## config.mk

```make
export PLATFORM = sky130hd
export DESIGN_NAME = timecode_chase_synchronizer
export DESIGN_NICKNAME = d
export VERILOG_FILES = /design/src/chase_pkg.sv /design/src/offset_editor.sv /design/src/timecode_chase_synchronizer.sv
export SDC_FILE = /design/constraint.sdc
export NUM_CORES = 1
export LEC_CHECK = 0
export BUFFER_PORTS_ARGS = -buffer_cell sky130_fd_sc_hd__buf_4
export CORE_MARGIN = 2
export CORE_UTILIZATION = 60
export CTS_BUF_LIST = sky130_fd_sc_hd__clkbuf_4 sky130_fd_sc_hd__clkbuf_8 sky130_fd_sc_hd__clkbuf_16
export CTS_CLUSTER_SIZE = 10
export DETAILED_ROUTE_END_ITERATION = 7
export HOLD_SLACK_MARGIN = 0.03
export PLACE_DENSITY = 0.89
export SYNTH_ARGS = -nofsm -noshare
export SYNTH_HDL_FRONTEND = slang
export SYNTH_SLANG_ARGS = --single-unit
```

## constraint.sdc

```tcl
create_clock -name REF_CLK -period 22.5 [get_ports REF_CLK]
set_input_delay 5.625 -clock REF_CLK [delete_from_list [all_inputs] [get_ports REF_CLK]]
set_output_delay 5.625 -clock REF_CLK [all_outputs]
set_load 0.02 [all_outputs]
```

## src/chase_pkg.sv

```systemverilog
// Shared constants, state codes and arithmetic helpers of the timecode follower
package chase_pkg;

    // ----------------------------------------------------------------
    // Timecode units
    // ----------------------------------------------------------------
    localparam int unsigned SUBFRAMES_PER_FRAME = 100;
    localparam int unsigned SUBFRAME_LAST       = 99;
    localparam int unsigned SECONDS_PER_MINUTE  = 60;
    localparam int unsigned MINUTES_PER_HOUR    = 60;
    localparam logic signed [31:0] OFFSET_RESET = 32'sh0;

    // ----------------------------------------------------------------
    // Selectable windows and lengths
    // ----------------------------------------------------------------
    localparam int unsigned WINDOW_SHORT_S    = 1;
    localparam int unsigned WINDOW_LONG_S     = 2;
    localparam int unsigned SKIP_SHORT_FRAMES = 10;
    localparam int unsigned SKIP_LONG_FRAMES  = 30;
    localparam int unsigned LOCK_FRAMES       = 4;
    localparam int unsigned FLASH_FRAMES      = 8;
    localparam logic [3:0]  MASTER_MACHINE    = 4'h1;

    // ----------------------------------------------------------------
    // Offset edit cursor positions
    // ----------------------------------------------------------------
    localparam logic [2:0] FIELD_SUB_UNITS = 3'h0;
    localparam logic [2:0] FIELD_SUB_TENS  = 3'h1;
    localparam logic [2:0] FIELD_FRAMES    = 3'h2;
    localparam logic [2:0] FIELD_SECONDS   = 3'h3;
    localparam logic [2:0] FIELD_MINUTES   = 3'h4;
    localparam logic [2:0] FIELD_HOURS     = 3'h5;
    localparam logic [2:0] FIELD_CAPTURE   = 3'h6;

    // ----------------------------------------------------------------
    // Follow states
    // ----------------------------------------------------------------
    typedef enum logic [2:0] {
        ST_IDLE     = 3'b000,
        ST_DECK     = 3'b001,
        ST_READY    = 3'b010,
        ST_MISMATCH = 3'b011,
        ST_CHASE    = 3'b100,
        ST_LOCKED   = 3'b101,
        ST_RESYNC   = 3'b110,
        ST_FREE     = 3'b111
    } follow_e;

    // Weight of one step of an offset field, in subframes
    function automatic logic signed [31:0] field_weight(input logic [2:0] field,
                                                       input logic [5:0] fps);
        int unsigned sec;
        sec = SUBFRAMES_PER_FRAME * fps;
        case (field)
            FIELD_SUB_UNITS: field_weight = 32'sh1;
            FIELD_SUB_TENS:  field_weight = 32'sha;
            FIELD_FRAMES:    field_weight = 32'(SUBFRAMES_PER_FRAME);
            FIELD_SECONDS:   field_weight = 32'(sec);
            FIELD_MINUTES:   field_weight = 32'(sec * SECONDS_PER_MINUTE);
            FIELD_HOURS:     field_weight = 32'(sec * SECONDS_PER_MINUTE * MINUTES_PER_HOUR);
            default:         field_weight = 32'sh0;
        endcase
    endfunction : field_weight

    // Magnitude of a signed subframe difference
    function automatic logic [31:0] magnitude(input logic signed [31:0] v);
        magnitude = v[31] ? 32'(-v) : 32'(v);
    endfunction : magnitude

endpackage : chase_pkg

```

## src/offset_editor.sv

```systemverilog
// Signed timecode offset store with field editing and on-the-fly capture
module offset_editor (
    input  wire logic               clk,
    input  wire logic               rst,
    input  wire logic [2:0]         field,
    input  wire logic               key_up,
    input  wire logic               key_down,
    input  wire logic               capture_ok,
    input  wire logic [5:0]         fps,
    input  wire logic signed [31:0] captured,
    output logic signed [31:0]      offset,
    output logic                    nonzero
);

    // ----------------------------------------------------------------
    // Offset storage
    // ----------------------------------------------------------------
    logic signed [31:0] step;

    assign step = chase_pkg::field_weight(field, fps);

    // Held as one signed subframe total, so a subframe step past 99 carries
    // into the frames field with no extra logic
    always_ff @(posedge clk)
    begin
        if (rst)
            offset <= chase_pkg::OFFSET_RESET;
        else if (key_up && key_down)
            offset <= chase_pkg::OFFSET_RESET;
        else if (field == chase_pkg::FIELD_CAPTURE)
        begin
            if ((key_up || key_down) && capture_ok)
                offset <= captured;
        end
        else if (key_up)
            offset <= offset + step;
        else if (key_down)
            offset <= offset - step;
    end

    // All zeros cancels offsetting
    assign nonzero = (offset != chase_pkg::OFFSET_RESET);
endmodule : offset_editor

```

## src/timecode_chase_synchronizer.sv

```systemverilog
// Transport follower that slaves the recorder to external timecode
//
// Contract
// - Machine one follows external code on key
// - Other machines pick deck sync or code
// - Flash when ready, steady once locked
// - Rate mismatch warns and blocks following
// - Signed offset kept down to subframes
// - Offset lamp lit while offset nonzero
// - Subframe step past 99 carries frames
// - Up and down together clear offset
// - Capture stores incoming minus internal difference
// - Relative difference equals absolute minus offset
// - Park test winds, then stores pre-roll
// - Rechase corrects speed; free ignores code
// - Mute during correction unless internal clock
// - Rechase only beyond 1 or 2 s
// - Bridge code errors of 10 or 30
// - Internal code from track or subcode
module timecode_chase_synchronizer #(
    parameter int unsigned LOCK_FRAMES  = chase_pkg::LOCK_FRAMES,
    parameter int unsigned FLASH_FRAMES = chase_pkg::FLASH_FRAMES
) (
    input  wire logic        REF_CLK,
    input  wire logic        SYS_RST,
    input  wire logic        FRAME_TICK,
    input  wire logic        FOLLOW_KEY,
    input  wire logic [3:0]  MACHINE_NUMBER,
    input  wire logic        TIME_BASE_CODE,
    input  wire logic        EXT_CODE_VALID,
    input  wire logic        EXT_CODE_ERROR,
    input  wire logic [5:0]  EXT_FRAME_RATE,
    input  wire logic [5:0]  FRAME_RATE,
    input  wire logic [31:0] EXT_TIME,
    input  wire logic [31:0] INT_TRACK_TIME,
    input  wire logic [31:0] INT_SUBCODE_TIME,
    input  wire logic        INT_FROM_SUBCODE,
    input  wire logic        RECHASE_MODE,
    input  wire logic        WINDOW_LONG,
    input  wire logic        ERROR_SKIP_LENGTH,
    input  wire logic        CLOCK_INTERNAL,
    input  wire logic        PARK_TEST,
    input  wire logic [2:0]  EDIT_FIELD,
    input  wire logic        KEY_UP,
    input  wire logic        KEY_DOWN,
    input  wire logic        AUTO_CAPTURE_OK,
    output logic             FOLLOW_LAMP,
    output logic             DECK_SYNC_MODE,
    output logic             RATE_WARNING,
    output logic             EXTERNAL_CODE_PRESENT_LAMP,
    output logic             LOCKED,
    output logic             SPEED_UP,
    output logic             SLOW_DOWN,
    output logic             PLAY_MUTE,
    output logic             PARK_WIND_FWD,
    output logic             PARK_WIND_REV,
    output logic [15:0]      PARK_TIME,
    output logic [31:0]      ABS_DIFF,
    output logic [31:0]      REL_DIFF,
    output logic             OFFSET_LAMP,
    output logic [31:0]      CODE_OFFSET_SETTING
);

    // ----------------------------------------------------------------
    // Declarations
    // ----------------------------------------------------------------
    chase_pkg::follow_e state;
    chase_pkg::follow_e next_state;
    logic signed [31:0] internal_time;
    logic signed [31:0] raw_diff;
    logic signed [31:0] offset;
    logic signed [31:0] rel_now;
    logic [31:0]        rel_mag;
    logic [31:0]        window;
    logic [5:0]         error_run;
    logic [5:0]         skip_limit;
    logic               code_ok;
    logic               rate_match;
    logic [7:0]         lock_count;
    logic [7:0]         flash_count;
    logic               flash;
    logic               correcting;
    logic               park_test_d;
    logic               park_active;
    logic               master_ran;
    logic [15:0]        park_count;

    // ----------------------------------------------------------------
    // Differences
    // ----------------------------------------------------------------
    // Internal code source chosen per tape mode
    assign internal_time = INT_FROM_SUBCODE ? INT_SUBCODE_TIME : INT_TRACK_TIME;
    assign raw_diff      = $signed(EXT_TIME) - internal_time;
    assign rel_now       = raw_diff - offset;
    assign rel_mag       = chase_pkg::magnitude(rel_now);

    // Both differences registered together so display sees a coherent pair
    always_ff @(posedge REF_CLK)
    begin
        if (SYS_RST)
        begin
            ABS_DIFF <= 32'h0;
            REL_DIFF <= 32'h0;
        end
        else
        begin
            ABS_DIFF <= raw_diff;
            REL_DIFF <= rel_now;
        end
    end

    // Window of one or two seconds, in subframes
    assign window = 32'((WINDOW_LONG ? chase_pkg::WINDOW_LONG_S : chase_pkg::WINDOW_SHORT_S)
                        * FRAME_RATE * chase_pkg::SUBFRAMES_PER_FRAME);

    // ----------------------------------------------------------------
    // Offset store
    // ----------------------------------------------------------------
    offset_editor u_offset (
        .clk        (REF_CLK),
        .rst        (SYS_RST),
        .field      (EDIT_FIELD),
        .key_up     (KEY_UP),
        .key_down   (KEY_DOWN),
        .capture_ok (AUTO_CAPTURE_OK),
        .fps        (FRAME_RATE),
        .captured   (raw_diff),
        .offset     (offset),
        .nonzero    (OFFSET_LAMP)
    );

    assign CODE_OFFSET_SETTING = offset;

    // ----------------------------------------------------------------
    // Incoming code health
    // ----------------------------------------------------------------
    assign skip_limit = ERROR_SKIP_LENGTH ? 6'(chase_pkg::SKIP_LONG_FRAMES)
                                          : 6'(chase_pkg::SKIP_SHORT_FRAMES);
    assign rate_match = (EXT_FRAME_RATE == FRAME_RATE);

    // Bad frames are bridged up to the chosen length; a longer run drops code
    always_ff @(posedge REF_CLK)
    begin
        if (SYS_RST)
        begin
            error_run <= 6'h0;
            code_ok   <= 1'b0;
        end
        else if (FRAME_TICK)
        begin
            if (EXT_CODE_VALID && !EXT_CODE_ERROR)
            begin
                error_run <= 6'h0;
                code_ok   <= 1'b1;
            end
            else if (error_run >= skip_limit)
                code_ok   <= 1'b0;
            else
                error_run <= error_run + 6'h1;
        end
    end

    assign EXTERNAL_CODE_PRESENT_LAMP = code_ok;

    // ----------------------------------------------------------------
    // Follow state machine
    // ----------------------------------------------------------------
    always_comb
    begin
        next_state = state;
        case (state)
            chase_pkg::ST_IDLE:
                if (FOLLOW_KEY)
                begin
                    if (MACHINE_NUMBER == chase_pkg::MASTER_MACHINE)
                    begin
                        if (code_ok)
                            next_state = chase_pkg::ST_READY;
                    end
                    else if (TIME_BASE_CODE)
                        next_state = chase_pkg::ST_READY;
                    else
                        next_state = chase_pkg::ST_DECK;
                end
            chase_pkg::ST_DECK:
                if (FOLLOW_KEY)
                    next_state = chase_pkg::ST_IDLE;
            chase_pkg::ST_READY:
                if (FOLLOW_KEY)
                    next_state = chase_pkg::ST_IDLE;
                else if (code_ok && !rate_match)
                    next_state = chase_pkg::ST_MISMATCH;
                else if (code_ok)
                    next_state = chase_pkg::ST_CHASE;
            chase_pkg::ST_MISMATCH:
                if (FOLLOW_KEY)
                    next_state = chase_pkg::ST_IDLE;
                else if (rate_match || !code_ok)
                    next_state = chase_pkg::ST_READY;
            chase_pkg::ST_CHASE, chase_pkg::ST_RESYNC:
                if (FOLLOW_KEY)
                    next_state = chase_pkg::ST_IDLE;
                else if (!code_ok || !rate_match)
                    next_state = chase_pkg::ST_READY;
                else if (lock_count >= 8'(LOCK_FRAMES))
                    next_state = RECHASE_MODE ? chase_pkg::ST_LOCKED
                                              : chase_pkg::ST_FREE;
            chase_pkg::ST_LOCKED:
                if (FOLLOW_KEY)
                    next_state = chase_pkg::ST_IDLE;
                else if (!code_ok || !rate_match)
                    next_state = chase_pkg::ST_READY;
                else if (!RECHASE_MODE)
                    next_state = chase_pkg::ST_FREE;
                else if (rel_mag > window)
                    next_state = chase_pkg::ST_RESYNC;
            chase_pkg::ST_FREE:
                if (FOLLOW_KEY)
                    next_state = chase_pkg::ST_IDLE;
            default:
                next_state = chase_pkg::ST_IDLE;
        endcase
    end

    always_ff @(posedge REF_CLK)
    begin
        if (SYS_RST)
            state <= chase_pkg::ST_IDLE;
        else
            state <= next_state;
    end

    // ----------------------------------------------------------------
    // Lock qualification
    // ----------------------------------------------------------------
    assign correcting = (state == chase_pkg::ST_CHASE) || (state == chase_pkg::ST_RESYNC);

    // Counts frames in a row with the slave within one frame of target
    always_ff @(posedge REF_CLK)
    begin
        if (SYS_RST || !correcting)
            lock_count <= 8'h0;
        else if (FRAME_TICK)
        begin
            if (rel_mag < 32'(chase_pkg::SUBFRAMES_PER_FRAME))
                lock_count <= lock_count + 8'h1;
            else
                lock_count <= 8'h0;
        end
    end

    // ----------------------------------------------------------------
    // Indicators and transport commands
    // ----------------------------------------------------------------
    always_ff @(posedge REF_CLK)
    begin
        if (SYS_RST)
        begin
            flash_count <= 8'h0;
            flash       <= 1'b0;
        end
        else if (FRAME_TICK)
        begin
            if (flash_count >= 8'(FLASH_FRAMES - 1))
            begin
                flash_count <= 8'h0;
                flash       <= !flash;
            end
            else
                flash_count <= flash_count + 8'h1;
        end
    end

    // Flashing until lock, steady afterwards
    assign FOLLOW_LAMP = (state == chase_pkg::ST_LOCKED) || (state == chase_pkg::ST_FREE)
                       || (state == chase_pkg::ST_RESYNC)
                       || (flash && (state == chase_pkg::ST_READY
                                     || state == chase_pkg::ST_MISMATCH
                                     || state == chase_pkg::ST_CHASE));
    assign DECK_SYNC_MODE = (state == chase_pkg::ST_DECK);
    assign RATE_WARNING   = (state == chase_pkg::ST_MISMATCH);
    assign LOCKED         = (state == chase_pkg::ST_LOCKED) || (state == chase_pkg::ST_FREE);

    // Steering only while chasing or resyncing; locked rechase resumes it beyond the window, free mode never does
    assign SPEED_UP  = correcting && !park_active && (rel_now > 32'sh0);
    assign SLOW_DOWN = correcting && !park_active && (rel_now < 32'sh0);
    assign PLAY_MUTE = correcting && !CLOCK_INTERNAL;

    // ----------------------------------------------------------------
    // Park pre-roll measurement
    // ----------------------------------------------------------------
    // Test only arms while following is enabled
    always_ff @(posedge REF_CLK)
    begin
        if (SYS_RST)
        begin
            park_test_d <= 1'b0;
            park_active <= 1'b0;
            master_ran  <= 1'b0;
            park_count  <= 16'h0;
            PARK_TIME   <= 16'h0;
        end
        else
        begin
            park_test_d <= PARK_TEST;
            if (PARK_TEST && !park_test_d)
            begin
                park_active <= (state != chase_pkg::ST_IDLE)
                             && (state != chase_pkg::ST_DECK);
                master_ran  <= 1'b0;
                park_count  <= 16'h0;
            end
            else if (!PARK_TEST && park_test_d)
            begin
                park_active <= 1'b0;
                if (park_active && master_ran)
                    PARK_TIME <= park_count;
            end
            else if (park_active && EXT_CODE_VALID && FRAME_TICK)
            begin
                master_ran <= 1'b1;
                park_count <= park_count + 16'h1;
            end
        end
    end

    // Wind toward zero relative difference before the master rolls
    assign PARK_WIND_FWD = park_active && !master_ran && (rel_now > 32'sh0);
    assign PARK_WIND_REV = park_active && !master_ran && (rel_now < 32'sh0);
endmodule : timecode_chase_synchronizer
```

==> flow_summary_export.csv <==
group,metric,value,unit
status,status,"completed",
sta,slew_viol_final,0,
sta,setup_tns,0,ns
global_routing,overflow,0,
global_routing,grtUsageTotal,31.97,%
sta,max-slew-margin-rel,31.29,%
layout,area_growth,15.81,%
floorplan,start_util,60.56,%
clock_network,clock_path_buffers,2,
synthesis,synth_edf_count,0,
synthesis,synth_top_area_share,18.29,%
setup_path,worstSetupStartpointType,"input pin",
detailed_routing,wl_per_cell,17.69,µm
clock_network,post_cts_buffers,0,
place,gp_congestion,0.9470,
synthesis,synthFlopType,"dfxtp_1",
synthesis,ys_seq_elements,158,
setup_path,worstPathRequired,16.88,ns
detailed_routing,antenna_left,0,
setup_path,crit_slowest_cell,"or3b_2",
synthesis,synthTopCellsByArea,"dfxtp_1 18%, ha_1 15%, xnor2_1 6.1%",
sta,fin_worst_skew,0.02020,ns
place,port_buffers,253,
global_routing,grt_pass1_vias,16190,
setup_path,cp-end-kind,"output pin",
synthesis,synth.most_common_cell,"nor2_1",
floorplan,die_area,30190,µm²
floorplan,pin_count,254,
clock_network,clk_pin_slew_worst_paths,0.07,ns
detailed_routing,drcViolationCount,0,
global_routing,antenna_found_initial,0,
layout,num_antenna_cells,0,
sta,period_share,81.43,%
clock_network,insertion_delay,0.45,ns
synthesis,async_flop_share,0,%
clock_network,cts_hold_buffers,0,
setup_path,path_class,"input pin to output pin",
synthesis,syn_inst,2229,
global_routing,grt_max_degree,81,
synthesis,syn_area,17290,µm²
floorplan,die_y,173.8,µm
setup_path,cpPeakStageDelay,0.51,ns
detailed_routing,drt_iter0_markers,1534,
clock_network,h-tree-depth,4,
layout,drive_gt1_share,13.97,%
detailed_routing,vias_per_cell,6.102,
floorplan,fp.dieW,173.8,µm
floorplan,num_rows,62,
sta,period_minus_slack,18.32,ns
min_path,min_path_type,"flip-flop to flip-flop",
detailed_routing,vias,17240,
sta,rsz0062_at_grt,"no",
clock_network,numCtsBuffers,17,
setup_path,worstPathArrival,12.70,ns
clock_network,cts-resized-gates,0,
global_routing,grt_first_pass_wirelength,79.83,mm
setup_path,crit_fanout,32,
floorplan,fp.coreArea,28550,µm²
synthesis,yosysSeqAreaShare,18.29,%
synthesis,yosys_warnings,0,
synthesis,synth_area_leader_cell,"dfxtp_1",
job,maxCapViolations,0,
place,dp_hpwl,39.89,mm
layout,finalNetCount,2810,
sta,timing_hold_violations_final,0,
sta,max_freq,54.58,MHz
setup_path,crit_buf_inv,3,
clock_network,cts_tree,"yes",
detailed_routing,drt_wl_total,49.98,mm
clock_network,clock_sinks,158,
synthesis,synth_area_per_cell,7.756,µm²
setup_path,critPathTopFamily,"compound AO/OA/AOI/OAI gates",
clock_network,cts_root_buf,"clkbuf_16",
synthesis,synth_nets,2611,
synthesis,yosys-top-cells-count,"238 x nor2_1, 211 x ha_1, 177 x inv_1",
sta,worstMarginPinSlew,1.031,ns
detailed_routing,dr.pass1.iters,6,
synthesis,ys_types,96,
sta,setup_viol,0,
==> placed cells by master (no fill, tap or decap), types with 16 or more instances in the layout <==
master	count
buf_4	258
nor2_1	237
ha_1	211
inv_1	177
nand2_1	171
a21oi_1	170
dfxtp_1	158
xnor2_1	121
o21ai_0	94
xor2_1	70
a21o_1	52
a211oi_1	49
nor2b_1	42
nand3_1	42
nor3_1	41
fa_1	40
mux2i_1	38
and3_1	28
a31oi_1	26
o21a_1	25
nor4_1	25
nand2b_1	24
o21bai_1	22
nand4_1	21
and2_1	20
o211ai_1	18
clkbuf_16	17
or3_1	16
==> tightest hold or removal path, cell delays in order, from the launching register on <==
cell and delay (ns):
dfxtp_1 0.31, nand2_1 0.05, a21oi_1 0.05
==> registers in the layout (all words and copies together), names as in the netlist <==
signal and cells:
park_test_d 1, flash_count 8, state 3, master_ran 1
u_offset.offset 32, error_run 6, flash 1, park_active 1
EXTERNAL_CODE_PRESENT_LAMP 1, park_count 16, lock_count 8, REL_DIFF 32
PARK_TIME 16, ABS_DIFF 32
==> area by class of cell <==
| type | instances | area (µm²) |
|---|---|---|
| repair buffers | 258 | 1937 |
| flip-flops and latches | 158 | 3163 |
| inverters | 177 | 664.4 |
| clock inverters | 15 | 190.2 |
| multi-input cells | 1816 | 13160 |
| well taps | 384 | 480.5 |
| clock buffers | 17 | 425.4 |
| fillers | 2271 | 8524 |
==> path summary, 6_finish.rpt <==
| check | cells after the start | end | slack (ns) | startpoint |
|---|---|---|---|---|
| setup / recovery | 26 | SPEED_UP | 4.18 | INT_FROM_SUBCODE |
| hold / removal | 2 | PARK_TIME[1] | 0.46 | PARK_TIME[1] |
| setup reg to reg | 26 | state[0] | 16.65 | u_offset.offset[16] |
| hold reg to reg | 2 | PARK_TIME[1] | 0.46 | PARK_TIME[1] |
==> through the flow <==
stage               setup WS, ns  std cells  cell area (µm²)  utilization [%]  hold slack, ns
floorplan                  5.247       2229            17290                -          0.4319
global placement           4.720       2793            19410            67.98          0.4399
detailed placement         4.433       2793            19410            67.98          0.4472
CTS                        4.388       2825            20020            70.14          0.4568
global route               3.721       2825            20020            70.14          0.4876
finish                     4.179       2825            20020            70.14          0.4552
==> layer usage <==
layer,wire (µm),global-route usage [%],vias up
met3,3508,4.978,125
met5,0,0,-
li1,-,-,8363
met2,23680,55.11,719
met1,20900,40.08,8032
met4,1883,12.43,0
==> cells by family after synthesis <==
family          count (synthesis)  synth area share (%)
fa+ha+maj                     252                 19.96
compound gates                600                 23.30
flops                         158                 18.29
buf+inv                       255                 5.623
mux                            39                 2.265
other cells                     1               0.02169
simple gates                  731                 20.67
xor+xnor                      193                 9.864
Power is not shown: default switching activity piles up to over one toggle a cycle in this logic, so the estimate is an artifact.
